--- src/design/standby_pkg.sv ---
package standby_pkg;
	localparam logic [3:0] CTRL_OFS = 4'h0;
	localparam logic [3:0] MODE_OFS = 4'h4;
	localparam logic [3:0] SETTLE_OFS = 4'h8;
	localparam logic [3:0] STATUS_OFS = 4'hc;
	localparam int TRIG_BIT = 0;
	localparam int MASKABLE_MASK_BIT = 1;
	localparam int FIRST_NMI_MASK_BIT = 2;
	localparam int SECOND_NMI_MASK_BIT = 3;
	localparam logic [2:0] SETTLE_SEL_RST = 3'h6;
	localparam logic [1:0] MODE_RST = 2'h0;
	localparam logic [1:0] MODE_LIGHT = 2'h0;
	localparam logic [1:0] MODE_DEEP = 2'h1;
	localparam logic [1:0] MODE_STOP = 2'h2;
	localparam logic [1:0] MODE_SUB = 2'h3;
	// Wait is two to the power of this plus the select value
	localparam int SETTLE_BASE_LOG = 10;
	typedef enum logic [2:0] {
		ST_OSC_WAIT, ST_SETTLE, ST_RUN, ST_HALT, ST_LIGHT, ST_DEEP, ST_STOP, ST_SUB
	} state_type;
endpackage

--- src/design/settle_if.sv ---
`timescale 1ns/100ps
interface settle_if;
	logic start;
	logic [2:0] select;
	logic done;
	modport ctrl (output start, output select, input done);
	modport timer (input start, input select, output done);
endinterface

--- src/design/settle_timer.sv ---
`timescale 1ns/100ps
module settle_timer import standby_pkg::*; #(
	parameter int BASE_LOG = SETTLE_BASE_LOG
) (
	input wire logic i_clk,
	input wire logic i_srst,
	settle_if.timer tif
);
	localparam int CNT_W = BASE_LOG + 8;
	typedef logic [CNT_W-1:0] cnt_type;
	cnt_type cnt_r;
	logic run_r;
	logic done_r;
	wire cnt_type load_val = (cnt_type'(1) << (BASE_LOG + int'(tif.select))) - cnt_type'(1);
	wire last = run_r && (cnt_r == '0);

	always_ff @(posedge i_clk) begin
		if (i_srst) begin
			cnt_r <= '0;
			run_r <= 1'b0;
			done_r <= 1'b0;
		end else begin
			done_r <= last;
			if (tif.start) begin
				cnt_r <= load_val;
				run_r <= 1'b1;
			end else if (last) begin
				run_r <= 1'b0;
			end else if (run_r) begin
				cnt_r <= cnt_r - cnt_type'(1);
			end
		end
	end
	assign tif.done = done_r;
endmodule

--- src/design/standby_mode_control.sv ---
// The Avalon-MM register port and the register offsets were left to the implementer.
`timescale 1ns/100ps
module standby_mode_control import standby_pkg::*; #(
	parameter int SETTLE_LOG = SETTLE_BASE_LOG
) (
	input wire logic i_clk,
	input wire logic i_srst,
	input wire logic [3:0] i_address,
	input wire logic i_read,
	input wire logic i_write,
	input wire logic [31:0] i_writedata,
	input wire logic [3:0] i_byteenable,
	output logic [31:0] o_readdata,
	output logic o_waitrequest,
	input wire logic i_halt_req,
	input wire logic i_nmi0_req,
	input wire logic i_nmi1_req,
	input wire logic i_int_req,
	input wire logic i_osc_running,
	output logic o_cpu_stop,
	output logic o_periph_stop,
	output logic o_osc_stop,
	output logic o_sub_only,
	output logic o_wake
);
	////////////////////////////////////////////////////////////////////////
	state_type state_r, state_nxt;
	logic trig_r;
	logic maskable_mask_r, first_nmi_mask_r, second_nmi_mask_r;
	logic [1:0] mode_r;
	logic [2:0] settle_sel_r;
	logic wait_r;
	logic [31:0] rdata_r;
	logic osc_meta_r, osc_sync_r;
	logic cpu_stop_r, periph_stop_r, osc_stop_r, sub_only_r, wake_r;

	settle_if sif();
	settle_timer #(.BASE_LOG(SETTLE_LOG)) u_timer (
		.i_clk(i_clk),
		.i_srst(i_srst),
		.tif(sif)
	);

	////////////////////////////////////////////////////////////////////////
	// Bus slave: one wait cycle, then a single-cycle acknowledge
	wire req = i_read || i_write;
	wire fire_wr = i_write && !wait_r && i_byteenable[0];
	wire wr_ctrl = fire_wr && (i_address == CTRL_OFS);
	wire wr_mode = fire_wr && (i_address == MODE_OFS);
	wire wr_settle = fire_wr && (i_address == SETTLE_OFS);
	wire trig_set = wr_ctrl && i_writedata[TRIG_BIT];
	wire trig_fire = trig_set && (state_r == ST_RUN);
	wire [31:0] ctrl_view = {28'h0, second_nmi_mask_r, first_nmi_mask_r, maskable_mask_r,
		trig_r};
	wire [31:0] status_view = {27'h0, osc_sync_r, 1'b0, state_r};
	wire [31:0] rd_mux = (i_address == CTRL_OFS) ? ctrl_view :
		(i_address == MODE_OFS) ? {30'h0, mode_r} :
		(i_address == SETTLE_OFS) ? {29'h0, settle_sel_r} :
		(i_address == STATUS_OFS) ? status_view : 32'h0;

	always_ff @(posedge i_clk) begin
		if (i_srst) begin
			wait_r <= 1'b1;
			rdata_r <= 32'h0;
		end else begin
			wait_r <= !(req && wait_r);
			if (req && wait_r)
				rdata_r <= rd_mux;
		end
	end

	////////////////////////////////////////////////////////////////////////
	// Control registers
	always_ff @(posedge i_clk) begin
		if (i_srst) begin
			trig_r <= 1'b0;
			maskable_mask_r <= 1'b0;
			first_nmi_mask_r <= 1'b0;
			second_nmi_mask_r <= 1'b0;
			mode_r <= MODE_RST;
			settle_sel_r <= SETTLE_SEL_RST;
		end else begin
			// Masks only move on writes that leave the trigger clear
			if (wr_ctrl && !i_writedata[TRIG_BIT]) begin
				maskable_mask_r <= i_writedata[MASKABLE_MASK_BIT];
				first_nmi_mask_r <= i_writedata[FIRST_NMI_MASK_BIT];
				second_nmi_mask_r <= i_writedata[SECOND_NMI_MASK_BIT];
			end
			if (trig_fire)
				trig_r <= 1'b1;
			else if (state_nxt == ST_RUN || state_nxt == ST_OSC_WAIT)
				trig_r <= 1'b0;
			// Upper bits are dropped; software keeps them zero
			if (wr_mode)
				mode_r <= i_writedata[1:0];
			if (wr_settle)
				settle_sel_r <= i_writedata[2:0];
		end
	end

	////////////////////////////////////////////////////////////////////////
	// Oscillator status comes from the analog side
	always_ff @(posedge i_clk) begin
		if (i_srst) begin
			osc_meta_r <= 1'b0;
			osc_sync_r <= 1'b0;
		end else begin
			osc_meta_r <= i_osc_running;
			osc_sync_r <= osc_meta_r;
		end
	end

	////////////////////////////////////////////////////////////////////////
	// Sequencer
	wire wake_any = i_nmi0_req || i_nmi1_req || i_int_req;
	wire wake_open = (i_nmi0_req && !first_nmi_mask_r) || (i_nmi1_req && !second_nmi_mask_r) ||
		(i_int_req && !maskable_mask_r);
	assign sif.start = (state_r == ST_OSC_WAIT) && osc_sync_r;
	assign sif.select = settle_sel_r;

	always_comb begin
		state_nxt = state_r;
		case (state_r)
			ST_OSC_WAIT: begin
				if (osc_sync_r)
					state_nxt = ST_SETTLE;
			end
			ST_SETTLE: begin
				if (sif.done)
					state_nxt = ST_RUN;
			end
			ST_RUN: begin
				if (trig_fire) begin
					case (mode_r)
						MODE_LIGHT: state_nxt = ST_LIGHT;
						MODE_DEEP: state_nxt = ST_DEEP;
						MODE_STOP: state_nxt = ST_STOP;
						default: state_nxt = ST_SUB;
					endcase
				end else if (i_halt_req) begin
					state_nxt = ST_HALT;
				end
			end
			ST_HALT: begin
				if (wake_any)
					state_nxt = ST_RUN;
			end
			ST_STOP: begin
				if (wake_open)
					state_nxt = ST_OSC_WAIT;
			end
			default: begin
				if (wake_open)
					state_nxt = ST_RUN;
			end
		endcase
	end

	wire nxt_standby = !(state_nxt == ST_RUN || state_nxt == ST_OSC_WAIT ||
		state_nxt == ST_SETTLE);
	wire cur_standby = !(state_r == ST_RUN || state_r == ST_OSC_WAIT ||
		state_r == ST_SETTLE);

	always_ff @(posedge i_clk) begin
		if (i_srst) begin
			state_r <= ST_OSC_WAIT;
			cpu_stop_r <= 1'b1;
			periph_stop_r <= 1'b0;
			osc_stop_r <= 1'b0;
			sub_only_r <= 1'b0;
			wake_r <= 1'b0;
		end else begin
			state_r <= state_nxt;
			cpu_stop_r <= state_nxt != ST_RUN;
			periph_stop_r <= state_nxt == ST_DEEP || state_nxt == ST_STOP;
			osc_stop_r <= state_nxt == ST_STOP;
			sub_only_r <= state_nxt == ST_SUB;
			wake_r <= cur_standby && !nxt_standby;
		end
	end

	assign o_readdata = rdata_r;
	assign o_waitrequest = wait_r;
	assign o_cpu_stop = cpu_stop_r;
	assign o_periph_stop = periph_stop_r;
	assign o_osc_stop = osc_stop_r;
	assign o_sub_only = sub_only_r;
	assign o_wake = wake_r;

	////////////////////////////////////////////////////////////////////////
	// Checks
	a_halt_any_wake: assert property (@(posedge i_clk) disable iff (i_srst)
		(state_r == ST_HALT && wake_any) |=> (state_r == ST_RUN && !o_cpu_stop))
		else $error("halt not released by request");
	a_mask_same_write: assert property (@(posedge i_clk) disable iff (i_srst)
		trig_set |=> (maskable_mask_r == $past(maskable_mask_r) &&
		first_nmi_mask_r == $past(first_nmi_mask_r) &&
		second_nmi_mask_r == $past(second_nmi_mask_r)))
		else $error("mask changed with trigger write");
	a_trigger_gates_mode: assert property (@(posedge i_clk) disable iff (i_srst)
		(state_r == ST_RUN && !trig_fire) |=> !(state_r inside {ST_LIGHT, ST_DEEP,
		ST_STOP, ST_SUB}))
		else $error("standby entered without trigger");
	a_settle_after_osc: assert property (@(posedge i_clk) disable iff (i_srst)
		(state_r == ST_OSC_WAIT && !osc_sync_r) |-> !sif.start ##1 (state_r == ST_OSC_WAIT))
		else $error("settle started before oscillator");
	a_stop_to_osc: assert property (@(posedge i_clk) disable iff (i_srst)
		(state_r == ST_STOP && wake_open) |=> (state_r == ST_OSC_WAIT) ##1 !o_osc_stop)
		else $error("stop release path wrong");
	a_settle_sel_reset: assert property (@(posedge i_clk)
		i_srst |=> (settle_sel_r == SETTLE_SEL_RST && state_r == ST_OSC_WAIT))
		else $error("settle select reset value wrong");
	a_masked_light: assert property (@(posedge i_clk) disable iff (i_srst)
		(state_r == ST_LIGHT && !wake_open) |=> state_r == ST_LIGHT)
		else $error("masked request released light idle");
	a_pending_halt: assert property (@(posedge i_clk) disable iff (i_srst)
		(state_r == ST_RUN && !trig_fire && i_halt_req) ##1 wake_any |->
		(state_r == ST_HALT && o_cpu_stop) ##1 (state_r == ST_RUN))
		else $error("pending request did not end halt");
	a_mode_code: assert property (@(posedge i_clk) disable iff (i_srst)
		(trig_fire && mode_r == MODE_STOP) |=> (state_r == ST_STOP && o_osc_stop))
		else $error("mode code mapping wrong");
	a_bus_answer: assert property (@(posedge i_clk) disable iff (i_srst)
		(req && o_waitrequest) |=> !o_waitrequest ##1 o_waitrequest)
		else $error("bus answer timing wrong");
	c_light_cycle: cover property (@(posedge i_clk) disable iff (i_srst)
		state_r == ST_LIGHT ##[1:50] state_r == ST_RUN);
	c_stop_cycle: cover property (@(posedge i_clk) disable iff (i_srst)
		state_r == ST_STOP ##1 state_r == ST_OSC_WAIT ##[1:100] state_r == ST_SETTLE);
	c_halt_cycle: cover property (@(posedge i_clk) disable iff (i_srst)
		state_r == ST_HALT ##1 state_r == ST_RUN);
	c_sub_entry: cover property (@(posedge i_clk) disable iff (i_srst)
		trig_fire && mode_r == MODE_SUB);
endmodule

--- config.mk ---
export PLATFORM = sky130hd
export DESIGN_NAME = standby_mode_control
export DESIGN_NICKNAME = d
export VERILOG_FILES = /design/src/design/standby_pkg.sv /design/src/design/settle_if.sv /design/src/design/settle_timer.sv /design/src/design/standby_mode_control.sv
export SDC_FILE = /design/constraint.sdc
export NUM_CORES = 1
export LEC_CHECK = 0
export ABC_AREA = 1
export BUFFER_PORTS_ARGS = -buffer_cell sky130_fd_sc_hd__buf_2
export CORE_ASPECT_RATIO = 1.2
export CORE_MARGIN = 10
export CORE_UTILIZATION = 52
export DETAILED_ROUTE_END_ITERATION = 12
export GPL_ROUTABILITY_DRIVEN = 0
export PLACE_DENSITY_LB_ADDON = 0.3
export SKIP_LAST_GASP = 1
export SLEW_MARGIN = 20
export SYNTH_ARGS = -nofsm -noshare
export SYNTH_HDL_FRONTEND = slang
export SYNTH_HIERARCHICAL = 1
export SYNTH_SLANG_ARGS = --single-unit
--- constraint.sdc ---
create_clock -name i_clk -period 2.8 [get_ports i_clk]
set_clock_uncertainty 0.15 [all_clocks]
set_input_delay 0.14 -clock i_clk [delete_from_list [all_inputs] [get_ports i_clk]]
set_output_delay 0.14 -clock i_clk [all_outputs]
set_load 0.005 [all_outputs]
==> metrics.yaml, run 1 <==
crit_required_ns: 2.84
via_count: 2709
postRouteAntennaNets: 0
max_freq_mhz: 418
hpwlAfterDp_mm: 5.14
slew_violations: 0
critical_path_arrival_ns: 2.43
leakage_nw: 1.59
cts_resized: 0
layout-drive-gt1-share_pct: 16.1
setup_tns_ns: 0
grt_pass1_wl_mm: 10.9
reg2reg_depth: 15
num_antenna_cells: 0
rsz0062_at_grt: "false"
async_reset_ff_share_pct: 0
syn_to_final_growth_pct: 7.32
drtIter0Drc: 103
syn_area_um2: 2860
seq_area_frac_synth_pct: 31.6
peakVddDrop_v: 0.000293
track_usage_pct: 14.9
status: "complete, no violations"
synth_common_cells: "91 x nand2_1, 64 x nor2_1, 47 x inv_1"
dieArea_um2: 8870
worst_slack_ns: 0.406
synth_cell_types: 33
synthCells: 439
cts_buffer_depth: 2
io_pins: 87
placed_area_um2: 2940
hold_slack_ns: 0.0111
overflow: 0
r2r-end: "u_timer/cnt_r[14]"
cts_sinks: 45
stdcell_area_um2: 3060
power_per_cell_area_nw_per_um2: 540
synth_ff_type: "dfxtp_1"
timing.final.crit_period_ns: 2.39
fin_nets: 523
dp.cells: 523
drv_cap: 0
rows: 29
synthTopCellsByArea: "dfxtp_1 32%, nand2_1 12%, nor2_1 8.4%"
power_mw: 1.66
initial_core_util_pct: 53.9
cp-end-kind: "flip-flop"
clock_latency_ns: 0.30
finalNonFillerCells: 535
yosys.area.top_type: "dfxtp_1"
antenna_found_initial: 0
first_pass_iters: 4
startpoint_type: "flip-flop"
core-area_um2: 5300
totalWireLength_mm: 6.59
grt_max_degree: 24
startpoint: "state_r[0]"
synth_seq_cells: 45
cts_tree: "done"
die_h_um: 101
hold_class: "input pin to flip-flop"
n_fill_cell: 525
synth-edff-count: 0
avgSynthCellArea_um2: 6.50
crit_chain: "nor3_1 > nand2_1 > inv_1 > inv_2 > nand2_1 > ha_1 > inv_1 > a21oi_1 > nand2_1 > nor2_4 > nand3_2 > nor2_2 > a21oi_1 > nor2_1 > nor2_1"
max_stage_delay_ns: 0.36
crit_type: "flip-flop to flip-flop"
via_per_inst: 5.06
endpoint: "u_timer/cnt_r[14]"
cts_setup_buffers: 0
path_clk_slew_ns: 0.09
ys_warn_count: 6
grt_pass1_vias: 2482
r2r-start: "state_r[0]"
post-route-util_pct: 57.8
path_max_fanout: 5
ctsRootBufferMaster: "clkbuf_8"
numCtsBuffers: 5
drc: 0
path_common_cell: "nand2_1"
place_ws_ns: 0.434
wl_per_cell_um: 12.3
io_buffer_count: 28
hold_violations: 0
chipWidth_um: 87.6
htree_levels: 2
synth_most_common_cell: "nand2_1"
r2r_slack_ns: 0.41
fin_crit_sh_pct: 85.5
critPathSlowestCell: "dfxtp_1"
synth_top_cell_area_share_pct: 31.6
setup_viol: 0
ctsHoldBuffers: 4
-- report_power, final --
part           internal (mW)  total (mW)  switching (mW)
Combinational          0.199       0.544           0.345
Clock                  0.173       0.395           0.221
Sequential             0.684       0.717          0.0325
Total                   1.06        1.66           0.599
-- per-layer routing --
layer,track usage [%],up-vias,wire length (um)
met1,15.9,1212,2670
met5,0,-,0
met2,26.6,75,3330
met4,6.51,0,143
li1,-,1411,-
met3,4.02,11,438
-- kinds of logic after synthesis --
kind of cell / share of synthesized area, %
AO/OA/AOI/OAI: 13.3
XOR/XNOR: 1.84
adder cells (fa/ha/maj): 0.876
buffers and inverters: 15.8
flip-flops: 31.6
other: 0.131
AND/OR/NAND/NOR: 36.5
-- registers in the layout, summed over array words and instances, names as in the netlist, 2 cells and up --
signal,count
u_timer/cnt_r,18
state_r,3
o_readdata,5
mode_r,2
settle_sel_r,3
-- area by class of cell --
type	count	area, um2	share of cell area [%]
Clock buffer	6	72.6	2.37
Clock inverter	2	10.0	0.327
Inverter	55	206	6.74
Multi-Input combinational cell	331	1600	52.3
Sequential cell	45	901	29.4
Tap cell	62	77.6	2.53
Timing Repair Buffer	34	195	6.37
-- placed cells by master, fill, tap and decap left out, types with 3 or more instances in the layout --
cell type and n:
a21oi_1 25, inv_2 8, nor2_1 64, o22ai_1 3, nor3_1 4, o21ai_1 7
inv_1 47, o21ai_0 23, nand2_2 10, nor2_2 8, dlygate4sd3_1 4, nand2_1 91
nand3b_1 4, clkbuf_8 5, o21bai_1 4, nand3_1 31, conb_1 27, nand4_1 4
nor2_4 4, buf_2 28, xor2_1 4, nand3_2 6, dfxtp_1 45
-- worst max-delay path, delay by kind of cell (launching register included) --
kind | cells | cell delay (ns)
fa+ha+maj | 1 | 0.19
compound gates | 2 | 0.28
flops | 1 | 0.36
buf+inv | 3 | 0.20
simple gates | 9 | 1.10
-- worst min path at each step --
stage | end | slack, ns | start | cells past startpoint
finish | o_readdata[4] | 0.01 | i_address[0] | 4
global route | o_readdata[4] | 0.01 | i_address[0] | 4
CTS | mode_r[0] | 0.004 | i_writedata[0] | 3
detailed placement | osc_meta_r | 0.20 | i_osc_running | 3
global placement | osc_meta_r | 0.20 | i_osc_running | 3
floorplan | o_readdata[2] | 0.06 | i_srst | 1
No activity file was read; power rests on OpenSTA's default activity.
==> run 2: changes to the inputs <==
--- a/config.mk
+++ b/config.mk
@@ -6,11 +6,11 @@
 export NUM_CORES = 1
 export LEC_CHECK = 0
 export ABC_AREA = 1
-export BUFFER_PORTS_ARGS = -buffer_cell sky130_fd_sc_hd__buf_2
 export CORE_ASPECT_RATIO = 1.2
 export CORE_MARGIN = 10
 export CORE_UTILIZATION = 52
 export DETAILED_ROUTE_END_ITERATION = 12
+export DONT_BUFFER_PORTS = 1
 export GPL_ROUTABILITY_DRIVEN = 0
 export PLACE_DENSITY_LB_ADDON = 0.3
 export SKIP_LAST_GASP = 1
==> metrics.yaml, run 2 (synthesized netlist as in run 1, its figures left out) <==
rows: 29  # unchanged
n_fill_cell: 525  # unchanged
path_clk_slew_ns: 0.09  # about the same
hold_slack_ns: -0.000810  # was 0.0111 ns
wl_per_cell_um: 13.0  # was 12.3 um
num_antenna_cells: 0  # unchanged
antenna_found_initial: 0  # unchanged
timing.final.crit_period_ns: 2.51  # was 2.39 ns
cts_sinks: 45  # unchanged
path_common_cell: "nand2_1"  # unchanged
drtIter0Drc: 117  # was 103
setup_tns_ns: 0  # unchanged
critPathSlowestCell: "dfxtp_1"  # unchanged
worst_slack_ns: 0.294  # was 0.406 ns
startpoint_type: "flip-flop"  # unchanged
violations: "hold timing"
max_stage_delay_ns: 0.36  # about the same
tightestPinTransition_ns: 0.580
crit_type: "flip-flop to flip-flop"  # unchanged
seqPwrFrac_pct: 41.4  # was 43.3%
syn_to_final_growth_pct: 5.70  # was 7.32%
first_pass_iters: 4  # unchanged
r2r-end: "u_timer/cnt_r[16]"  # was u_timer/cnt_r[14]
track_usage_pct: 15.0  # was 14.9%
drc: 0  # unchanged
postRouteAntennaNets: 0  # unchanged
r2r-start: "state_r[0]"  # unchanged
max_freq_mhz: 399  # was 418 MHz
htree_levels: 2  # unchanged
io_pins: 87  # unchanged
layout_commonest_cell: "nand2_1"  # unchanged
hold_path_end: "settle_sel_r[2]"  # was o_readdata[4]
hold_violations: 2  # was 0
p_int_mw: 1.14  # was 1.06 mW
fin_crit_sh_pct: 89.5  # was 85.5%
critical_path_arrival_ns: 2.56  # was 2.43 ns
initial_core_util_pct: 53.9  # unchanged
crit_chain: "nor3_1 > nand2_1 > inv_1 > inv_2 > nand2_1 > ha_1 > inv_1 > a21oi_1 > nand2_1 > nor2_4 > nand3_1 > o21bai_1 > nand3_1 > nand2_1 > inv_1"  # was nor3_1 > nand2_1 > inv_1 > inv_2 > nand2_1 > ha_1 > inv_1 > a21oi_1 > nand2_1 > nor2_4 > nand3_2 > nor2_2 > a21oi_1 > nor2_1 > nor2_1
slew_violations: 0  # unchanged
totalWireLength_mm: 6.65  # was 6.59 mm
core-area_um2: 5300  # unchanged
chipWidth_um: 87.6  # unchanged
dp.cells: 495  # was 523
cts_buffer_depth: 2  # unchanged
maxSlewHeadroom_pct: 61.2
worstSetupPathDepth: 15  # unchanged
stdcell_area_um2: 3020  # was 3060 um2
overflow: 0  # unchanged
power_mw: 1.73  # was 1.66 mW
via_count: 2651  # was 2709
combPwrFrac_pct: 30.8  # was 32.9%
final_cell_mix: "90 x nand2_1, 64 x nor2_1, 47 x inv_1, 45 x dfxtp_1, 31 x nand3_1"  # was 91 x nand2_1, 64 x nor2_1, 47 x inv_1, 45 x dfxtp_1, 31 x nand3_1
numCtsBuffers: 5  # unchanged
cpLargestDelayFamily: "simple AND/OR/NAND/NOR gates"  # unchanged
p_clk_share_pct: 27.8  # was 23.8%
hp-start: "i_address[3]"  # was i_address[0]
post-route-util_pct: 57.0  # was 57.8%
path_max_fanout: 13  # was 5
grt_pass1_vias: 2457  # was 2482
layout-drive-gt1-share_pct: 10.9  # was 16.1%
io_buffer_count: 0  # was 28
dieArea_um2: 8870  # unchanged
hold_class: "input pin to flip-flop"  # unchanged
hold_depth: 3  # was 4
largest_reg_flops: 18  # unchanged
hpwlAfterDp_mm: 4.95  # was 5.14 mm
rsz0062_at_grt: "false"  # unchanged
leakage_nw: 1.51  # was 1.59 nW
ctsRootBufferMaster: "clkbuf_8"  # unchanged
placed_area_um2: 2800  # was 2940 um2
peakVddDrop_v: 0.000254  # was 0.000293 V
power_per_cell_area_nw_per_um2: 573  # was 540 nW/um2
swShare_pct: 34.3  # was 36.2%
regMostFlops: "u_timer/cnt_r"  # unchanged
finalNonFillerCells: 513  # was 535
status: "finished with violations"  # was complete, no violations
reg2reg_depth: 15  # unchanged
path_buf_inv: 4  # was 3
place_ws_ns: 0.318  # was 0.434 ns
drv_cap: 0  # unchanged
via_per_inst: 5.17  # was 5.06
cts_tree: "done"  # unchanged
setup_viol: 0  # unchanged
p_sw_mw: 0.592  # was 0.599 mW
clock_latency_ns: 0.30  # about the same
crit_required_ns: 2.85  # was 2.84 ns
grt_pass1_wl_mm: 11.0  # was 10.9 mm
die_h_um: 101  # unchanged
fin_nets: 502  # was 523
grt_max_degree: 24  # unchanged
r2r_slack_ns: 0.29  # was 0.41 ns
cp-end-kind: "flip-flop"  # unchanged
-- run 2: changes by cell type in the layout (fill, tap and decap cells not counted) --
cell	delta
clkinv_2	-1
nand2_1	-1
clkbuf_1	-1
dlygate4sd3_1	+7
bufinv_16	+1
buf_2	-28
nand2_2	+1
-- run 2: repair_timing --
item,CTS,global route
setup buffers,0,0
endpoints found under the hold margin,21,0
hold buffers,11,0
resized for setup,0,1
setup endpoints to repair,0,2
-- run 2: how the worst max path moves through the flow --
stage               start                 to  slack (ns)
2_1_floorplan  state_r[0]  u_timer/cnt_r[14]        0.70
3_3_place_gp   state_r[0]  u_timer/cnt_r[16]        0.35
3_5_place_dp   state_r[0]  u_timer/cnt_r[16]        0.32
4_1_cts        state_r[0]  u_timer/cnt_r[16]        0.26
5_1_grt        state_r[0]  u_timer/cnt_r[16]        0.02
6_report       state_r[0]  u_timer/cnt_r[16]        0.29
-- run 2: metal layers --
layer  part of all wire (%)  vias up  GRT usage, %
met5                      0        -             0
li1                       -     1363             -
met1                     40     1217          16.3
met2                     52       62          26.5
met3                    7.4        9          4.66
met4                    1.4        0          5.41
-- run 2: area by class of cell --
| class | instances | area, um2 | area share [%] |
|---|---|---|---|
| inverter | 55 | 206 | 6.84 |
| sequential | 45 | 901 | 29.9 |
| tap | 62 | 77.6 | 2.57 |
| timing repair buffer | 13 | 125 | 4.15 |
| clock inverter | 2 | 35.0 | 1.16 |
| clock buffer | 5 | 68.8 | 2.28 |
| multi-input combinational | 331 | 1600 | 53.2 |
-- run 2: tightest hold or removal path, cell delays in order --
cell and delay [ns]:
nand3_1 0.12, o21ai_0 0.09, nand3_1 0.06
-- run 2: power by group through the flow --
stage	logic, mW	clock network [mW]	registers (mW)
2_1_floorplan	0.459	0	0.723
3_3_place_gp	0.505	0	0.731
3_5_place_dp	0.511	0	0.731
4_1_cts	0.528	0.489	0.716
5_1_grt	0.614	0.519	0.723
6_report	0.532	0.480	0.717
